`src/ucs_pkg.sv`:
```
`default_nettype none

package ucs_pkg;

    // Core clock and the fractional base tick that all derived rates come from
    localparam int unsigned CORE_CLK_HZ = 125_000_000;
    localparam int unsigned BASE_HZ     = 96_000_000;
    localparam int unsigned CORE_MHZ    = CORE_CLK_HZ / 1_000_000;
    localparam int unsigned BASE_MHZ    = BASE_HZ / 1_000_000;
    localparam logic [7:0]  ACC_MOD     = 8'(CORE_MHZ);
    localparam logic [7:0]  ACC_STEP    = 8'(BASE_MHZ);
    localparam logic [6:0]  ACC_RESET   = 7'h00;

    // Nominal processor clock timing in the 12 MHz setting
    localparam int unsigned CPU12_PERIOD_PS = 83_300;
    localparam int unsigned CPU12_ADJ_PS    = 20_800;

    // Base ticks per derived clock period
    localparam logic [7:0] DIV_24M  = 8'h04;
    localparam logic [7:0] DIV_12M  = 8'h08;
    localparam logic [7:0] DIV_1M5  = 8'h40;
    localparam logic [6:0] DIV_1M   = 7'h60;

    // A phase adjustment moves one edge by a quarter period
    localparam int unsigned ADJ_SHIFT = 2;

    localparam logic [7:0] CNT_RESET    = 8'h00;
    localparam logic [7:0] PERIOD_RESET = DIV_24M;

    typedef enum logic [1:0] {
        UCS_RATE_24M,
        UCS_RATE_12M,
        UCS_RATE_1M5
    } ucs_rate_t;

    typedef struct packed {
        logic cpu;
        logic timer;
        logic spi;
        logic adc;
        logic watchdog_timer;
    } ucs_clk_en_t;

    localparam ucs_clk_en_t CLK_EN_RESET = '{default: 1'b0};

endpackage : ucs_pkg

`default_nettype wire

```
`src/ucs_clock_select.sv`:
```
// Notes on behaviour
// - The processor clock is 1.5, 12 or 24 MHz, picked from USB speed and the doubling pin.
// - The processor clock comes from the USB clock logic, not straight from the crystal.
// - At 12 MHz the period averages 83.3 ns and single cycles may move by 20.8 ns.
// - The 1.5 MHz setting is eight times slower and 24 MHz twice as fast, each adjusted by a quarter period.
// - Full speed, pin low: processor and SPI 24 MHz, timer 12 MHz, ADC and watchdog 1 MHz.
// - Full speed, pin high: processor, timer and SPI 12 MHz, ADC and watchdog 1 MHz.
// - Low speed, pin low: processor and SPI 24 MHz, timer 12 MHz, ADC and watchdog 1 MHz.
// - Low speed, pin high: processor, timer and SPI 1.5 MHz, ADC and watchdog 1 MHz.
`timescale 1ns/1ns
`default_nettype none

module ucs_clock_select (
    input  wire logic                 core_clk,              // 125 MHz core clock
    input  wire logic                 rst_n,                 // Async reset, active low
    input  wire logic                 usb_full_speed,        // 1 full speed, 0 low speed
    input  wire logic                 clock_double_select_n, // Doubling select pin level
    input  wire logic                 phase_stretch,         // Separator asks a longer cycle
    input  wire logic                 phase_shrink,          // Separator asks a shorter cycle
    output var  ucs_pkg::ucs_clk_en_t clk_en,                // One-cycle clock enables
    output var  ucs_pkg::ucs_rate_t   cpu_rate               // Processor rate in force
);
    import ucs_pkg::*;

    if (BASE_HZ >= CORE_CLK_HZ) begin : g_rate_check
        $error("Base tick rate must be below the core clock rate");
    end

    function automatic ucs_rate_t rate_decode(input logic fs, input logic dbl_n);
        if (!dbl_n) begin
            rate_decode = UCS_RATE_24M;
        end else if (fs) begin
            rate_decode = UCS_RATE_12M;
        end else begin
            rate_decode = UCS_RATE_1M5;
        end
    endfunction : rate_decode

    function automatic logic [7:0] rate_div(input ucs_rate_t r);
        case (r)
            UCS_RATE_24M: rate_div = DIV_24M;
            UCS_RATE_12M: rate_div = DIV_12M;
            default:      rate_div = DIV_1M5;
        endcase
    endfunction : rate_div

    ////////////////////////////////////////////////////////////////////////////////
    // Fractional base tick: exact 96 MHz average, at most one core cycle of jitter

    logic [6:0] acc;
    logic [6:0] next_acc;
    logic       base_tick;
    logic [7:0] acc_sum;

    always_comb begin
        acc_sum   = {1'b0, acc} + ACC_STEP;
        base_tick = (acc_sum >= ACC_MOD);
        next_acc  = base_tick ? 7'(acc_sum - ACC_MOD) : acc_sum[6:0];
    end

    always_ff @(posedge core_clk or negedge rst_n) begin
        if (!rst_n) begin
            acc <= ACC_RESET;
        end else begin
            acc <= next_acc;
        end
    end

    ////////////////////////////////////////////////////////////////////////////////
    // Processor clock divider with phase adjustment

    logic        loaded;
    logic        next_loaded;
    ucs_rate_t   next_rate;
    logic [7:0]  cnt;
    logic [7:0]  next_cnt;
    logic [7:0]  period;
    logic [7:0]  next_period;
    logic        pend_stretch;
    logic        next_pend_stretch;
    logic        pend_shrink;
    logic        next_pend_shrink;
    logic        half;
    logic        next_half;
    logic        wrap;
    logic [7:0]  new_div;
    ucs_rate_t   new_rate;
    logic [6:0]  one_cnt;
    logic [6:0]  next_one_cnt;
    logic        one_tick;
    ucs_clk_en_t next_clk_en;

    always_comb begin
        next_loaded  = 1'b1;
        next_rate    = cpu_rate;
        next_cnt     = cnt;
        next_period  = period;
        next_half    = half;
        next_one_cnt = one_cnt;
        new_rate     = rate_decode(usb_full_speed, clock_double_select_n);
        new_div      = rate_div(new_rate);
        // The count runs on the base tick, not the crystal
        wrap         = loaded && base_tick && (cnt == period - 8'h01);
        one_tick     = loaded && base_tick && (one_cnt == DIV_1M - 7'h01);
        // A request that lands on the wrap is kept for the next one
        next_pend_stretch = (pend_stretch && !wrap) || phase_stretch;
        next_pend_shrink  = (pend_shrink && !wrap) || phase_shrink;
        if (!loaded) begin
            // First cycle after release: take the selection afresh
            next_rate   = new_rate;
            next_period = new_div;
            next_cnt    = CNT_RESET;
            next_half   = 1'b0;
        end else if (base_tick) begin
            next_one_cnt = one_tick ? 7'h00 : one_cnt + 7'h01;
            if (wrap) begin
                // Rate changes only at a period boundary, so no runt cycle appears
                next_cnt  = CNT_RESET;
                next_rate = new_rate;
                next_half = (new_rate == UCS_RATE_24M) ? !half : 1'b0;
                if (pend_stretch && !pend_shrink) begin
                    next_period = new_div + (new_div >> ADJ_SHIFT);
                end else if (pend_shrink && !pend_stretch) begin
                    next_period = new_div - (new_div >> ADJ_SHIFT);
                end else begin
                    next_period = new_div;
                end
            end else begin
                next_cnt = cnt + 8'h01;
            end
        end
        next_clk_en.cpu            = wrap;
        next_clk_en.spi            = wrap;
        // Timer is halved only when the processor runs at 24 MHz
        next_clk_en.timer          = wrap && (cpu_rate != UCS_RATE_24M || half);
        next_clk_en.adc            = one_tick;
        next_clk_en.watchdog_timer = one_tick;
    end

    always_ff @(posedge core_clk or negedge rst_n) begin
        if (!rst_n) begin
            loaded       <= 1'b0;
            cpu_rate     <= UCS_RATE_24M;
            cnt          <= CNT_RESET;
            period       <= PERIOD_RESET;
            pend_stretch <= 1'b0;
            pend_shrink  <= 1'b0;
            half         <= 1'b0;
            one_cnt      <= 7'h00;
            clk_en       <= CLK_EN_RESET;
        end else begin
            loaded       <= next_loaded;
            cpu_rate     <= next_rate;
            cnt          <= next_cnt;
            period       <= next_period;
            pend_stretch <= next_pend_stretch;
            pend_shrink  <= next_pend_shrink;
            half         <= next_half;
            one_cnt      <= next_one_cnt;
            clk_en       <= next_clk_en;
        end
    end

    ////////////////////////////////////////////////////////////////////////////////
    // Checks

    logic [7:0] cpu_gap;
    logic       cpu_seen;
    logic [7:0] one_gap;
    logic       one_seen;

    always_ff @(posedge core_clk or negedge rst_n) begin
        if (!rst_n) begin
            cpu_gap  <= 8'h00;
            cpu_seen <= 1'b0;
            one_gap  <= 8'h00;
            one_seen <= 1'b0;
        end else begin
            cpu_gap  <= clk_en.cpu ? 8'h00 : ((cpu_gap == 8'hff) ? cpu_gap : cpu_gap + 8'h01);
            cpu_seen <= cpu_seen || clk_en.cpu;
            one_gap  <= clk_en.adc ? 8'h00 : ((one_gap == 8'hff) ? one_gap : one_gap + 8'h01);
            one_seen <= one_seen || clk_en.adc;
        end
    end
endmodule : ucs_clock_select

`default_nettype wire

```
`config.mk`:
```
export PLATFORM = sky130hd
export DESIGN_NAME = ucs_clock_select
export DESIGN_NICKNAME = d
export VERILOG_FILES = /design/src/ucs_pkg.sv /design/src/ucs_clock_select.sv
export SDC_FILE = /design/constraint.sdc
export NUM_CORES = 1
export LEC_CHECK = 0
export BUFFER_PORTS_ARGS = -buffer_cell sky130_fd_sc_hd__buf_2
export CAP_MARGIN = 30
export CORE_MARGIN = 8
export CORE_UTILIZATION = 60
export CTS_BUF_LIST = sky130_fd_sc_hd__clkbuf_8
export DETAILED_ROUTE_END_ITERATION = 10
export PLACE_DENSITY = 0.81
export SKIP_LAST_GASP = 1
export SYNTH_ARGS = -nofsm -noshare
export SYNTH_HDL_FRONTEND = slang
export SYNTH_SLANG_ARGS = --single-unit
```
`constraint.sdc`:
```
create_clock -name core_clk -period 5.78 [get_ports core_clk]
set_input_delay 1.156 -clock core_clk [delete_from_list [all_inputs] [get_ports core_clk]]
set_output_delay 1.156 -clock core_clk [all_outputs]
set_load 0.1 [all_outputs]
```
==> impl_metrics.xml <==
<?xml version="1.0" encoding="UTF-8"?>
<metrics>
  <group name="status">
    <metric name="outcome" unit="">completed</metric>
  </group>
  <group name="worst_setup_path">
    <metric name="timing.critical_path.required" unit="ps">5960</metric>
    <metric name="worstSetupStartpoint" unit="">period[0]</metric>
    <metric name="crit_path_end_kind" unit="">flop</metric>
    <metric name="startpoint_type" unit="">flop</metric>
    <metric name="critical_path_class" unit="">flop to flop</metric>
    <metric name="crit_arrival" unit="ps">3450</metric>
    <metric name="ff2ff_setup_slack" unit="ps">2510</metric>
    <metric name="worstReg2RegStart" unit="">period[0]</metric>
    <metric name="path_max_fanout" unit="">11</metric>
  </group>
  <group name="clock_tree">
    <metric name="post_cts.resized_instances" unit="">0</metric>
    <metric name="buffer_cell_driving_the_clock_tree_root" unit="">clkbuf_8</metric>
    <metric name="tritoncts" unit="">yes</metric>
    <metric name="cts_inserted_buffers" unit="">5</metric>
    <metric name="post-cts-setup-buffer-count" unit="">0</metric>
    <metric name="htreeDepth" unit="">2</metric>
    <metric name="cts-hold-fix-buffers" unit="">0</metric>
    <metric name="clock_sink_count" unit="">39</metric>
    <metric name="ctsLongestPathBuffers" unit="">2</metric>
    <metric name="clkTransAtPathRegs" unit="ps">70</metric>
    <metric name="clock_latency_on_the_worst_skew_pair" unit="ps">290</metric>
  </group>
  <group name="finish">
    <metric name="number_of_nets_in_the_finished_design" unit="">230</metric>
    <metric name="final_cell_mix" unit="">dfrtp_1 (38), nor2_1 (19), xor2_1 (14), buf_2 (12), a21oi_1 (11)</metric>
    <metric name="final_common_cell" unit="">dfrtp_1</metric>
    <metric name="count_of_inserted_antenna_diode_cells" unit="">0</metric>
    <metric name="post_route_cells_drive_above_1_share" unit="">0.1514</metric>
    <metric name="finalNonFillerCells" unit="">264</metric>
    <metric name="synthToLayoutAreaGrowth" unit="%">7.955</metric>
    <metric name="final_util" unit="">0.6768</metric>
  </group>
  <group name="timing">
    <metric name="relSlewSlack" unit="">0.4302</metric>
    <metric name="totalNegativeSetupSlack" unit="ps">0</metric>
    <metric name="rsz0062_at_grt" unit="">no</metric>
    <metric name="finalSetupViolCount" unit="">0</metric>
    <metric name="finalCritPeriodShare" unit="">0.5655</metric>
    <metric name="drv_slew" unit="">0</metric>
    <metric name="slew_at_the_pin_closest_to_its_max_slew_limit" unit="ps">854.7</metric>
    <metric name="max_freq" unit="MHz">306.0</metric>
    <metric name="clock-skew-final" unit="ps">4.982</metric>
    <metric name="min_cycle_time_layout" unit="ps">3268</metric>
    <metric name="final_hold_viol_count" unit="">0</metric>
    <metric name="holdWs" unit="ps">474.1</metric>
  </group>
  <group name="die">
    <metric name="chipHeight" unit="µm">75.05</metric>
    <metric name="die_w" unit="µm">75.05</metric>
    <metric name="num_rows" unit="">21</metric>
    <metric name="boundary_pin_count" unit="">13</metric>
    <metric name="initial_cell_density_of_the_core" unit="">0.6269</metric>
    <metric name="core_area" unit="mm²">0.003337</metric>
    <metric name="die_outline_area" unit="mm²">0.005633</metric>
  </group>
  <group name="placed_design">
    <metric name="hpwl" unit="µm">3098</metric>
    <metric name="count_of_port_buffers_added_during_placement" unit="">12</metric>
    <metric name="gp_routability_congestion" unit="">0.8454</metric>
    <metric name="dpl.cell_count" unit="">257</metric>
  </group>
  <group name="synthesis">
    <metric name="synth_mux_area_frac" unit="">0.02153</metric>
    <metric name="yosys.area_share.simple" unit="">0.1878</metric>
    <metric name="syn-num-nets" unit="">217</metric>
    <metric name="synth.yosys.seq_area_share" unit="">0.4671</metric>
    <metric name="synth_compound_gate_area_share" unit="">0.1435</metric>
    <metric name="post_synth_inst_count" unit="">205</metric>
    <metric name="synth_area" unit="mm²">0.002092</metric>
    <metric name="ys_seq_elements" unit="">39</metric>
    <metric name="asyncSetResetFlopFracSynth" unit="">1.000</metric>
    <metric name="number_of_enable_flip_flop_cells_after_synthesis" unit="">0</metric>
    <metric name="yosys.cell_types.count" unit="">51</metric>
    <metric name="mean_instance_size_in_the_synthesized_netlist" unit="µm²">10.20</metric>
    <metric name="synthFlopType" unit="">dfrtp_1</metric>
    <metric name="synth_warnings" unit="">0</metric>
    <metric name="main_combinational_cell_family_by_area_after_synthesis" unit="">simple AND/OR/NAND/NOR gates</metric>
    <metric name="synthesized_area_fraction_occupied_by_xor_and_xnor_cells" unit="">0.1005</metric>
    <metric name="synth_fa_ha_area_frac" unit="">0.03589</metric>
  </group>
  <group name="routing">
    <metric name="finalWirelength" unit="µm">4212</metric>
    <metric name="drc_errors" unit="">0</metric>
    <metric name="post_drt_wl_per_cell" unit="µm">15.95</metric>
    <metric name="drt-initial-drc-count" unit="">90</metric>
    <metric name="drt_pre_antenna_iters" unit="">4</metric>
    <metric name="ant_nets" unit="">0</metric>
    <metric name="route.vias.total" unit="">1548</metric>
    <metric name="drt-vias-per-instance" unit="">5.864</metric>
  </group>
  <group name="job">
    <metric name="max_cap_viols" unit="">0</metric>
  </group>
  <group name="power">
    <metric name="p_leak" unit="µW">0.0009726</metric>
    <metric name="vdd.ir_drop.worst" unit="mV">0.1913</metric>
    <metric name="power_density" unit="mW/mm²">268.1</metric>
  </group>
  <group name="min_path">
    <metric name="hp-start" unit="">acc[4]</metric>
    <metric name="hold_path.class" unit="">flop to flop</metric>
  </group>
  <group name="grt">
    <metric name="grt_first_pass_wirelength" unit="µm">7307</metric>
    <metric name="global_route.usage.total" unit="">0.1701</metric>
    <metric name="grt.overflow.total" unit="">0</metric>
    <metric name="initial_antenna_violation_count" unit="">0</metric>
    <metric name="grt_pass1_vias" unit="">1586</metric>
    <metric name="grt_start_max_net_pins" unit="">40</metric>
  </group>
</metrics>
synth_stat cells, drive strengths merged, types with 5 or more instances:
| cell type | number | area (µm²) |
|---|---|---|
| a21oi | 11 | 55.05 |
| buf | 5 | 38.78 |
| nand2 | 6 | 22.52 |
| o211ai | 5 | 42.54 |
| ha | 6 | 75.07 |
| and3 | 5 | 32.53 |
| inv | 10 | 37.54 |
| nand3 | 8 | 40.04 |
| o21ai | 9 | 45.04 |
| xor2 | 14 | 122.6 |
| nor2 | 19 | 71.32 |
| dfrtp | 38 | 950.9 |
| xnor2 | 10 | 87.58 |
| nor3 | 5 | 25.02 |
| or4 | 5 | 45.04 |
metal layers:
metal / part of all wire / wire (µm) / up-vias / GRT usage
met5: 0 / 0 / - / 0
met4: 0.026 / 110 / 0 / 0.07391
met3: 0.045 / 190 / 14 / 0.04261
met2: 0.50 / 2123 / 40 / 0.2889
met1: 0.42 / 1786 / 744 / 0.1968
li1: - / - / 750 / -
worst paths after layout:
path,endpoint,cells past startpoint
max reg2reg,cpu_rate[0],8
min in group asynchronous,cnt[5],1
max,cpu_rate[0],8
max in group asynchronous,acc[3],1
min reg2reg,acc[4],1
min,acc[4],1
through the flow:
stage,power (µW),instance area [µm²],setup WS [ps]
finish,605.6,2258,2512
global route,634.1,2258,2052
CTS,610.3,2258,2514
detailed placement,428.2,2171,2552
global placement,418.9,2171,2756
floorplan,400.4,2092,3188
area by class of cell:
class,count,area [µm²]
sequential,39,977.2
multi-input combinational,148,1027
tap,46,57.56
timing repair buffer,13,67.56
inverter,11,41.29
clock buffer,6,82.58
clock inverter,1,5.005
fill,277,1079
cells by family (layout without fill, tap and decap cells):
| group | after synthesis | count (layout) |
|---|---|---|
| XOR/XNOR | 24 | 24 |
| other | 1 | 1 |
| adder cells (fa/ha/maj) | 6 | 6 |
| flip-flops | 39 | 39 |
| buffers and inverters | 18 | 31 |
| AO/OA/AOI/OAI | 42 | 42 |
| multiplexers | 4 | 4 |
| AND/OR/NAND/NOR | 71 | 71 |
critical path, stage by stage (launching register included):
cell      delay [ps]
dfrtp_1          430
inv_1             90
ha_1             180
nor3b_1          310
a21oi_1          110
nor4b_1          570
o211ai_1         380
o21ai_1          690
mux2_2           410
state kept, by name (all words and copies together) (netlist names):
name / cells
period: 8
clk_en: 3
half: 1
acc: 7
cnt: 8
pend_shrink: 1
loaded: 1
one_cnt: 7
pend_stretch: 1
cpu_rate: 2
power breakdown:
group	switching, µW	leakage (µW)	internal [µW]
registers	28.8	0.000488	300
clock network	89.7	0.0000470	93.5
logic	53.7	0.000437	39.3
Note: power is estimated with default switching activity, not from simulation.
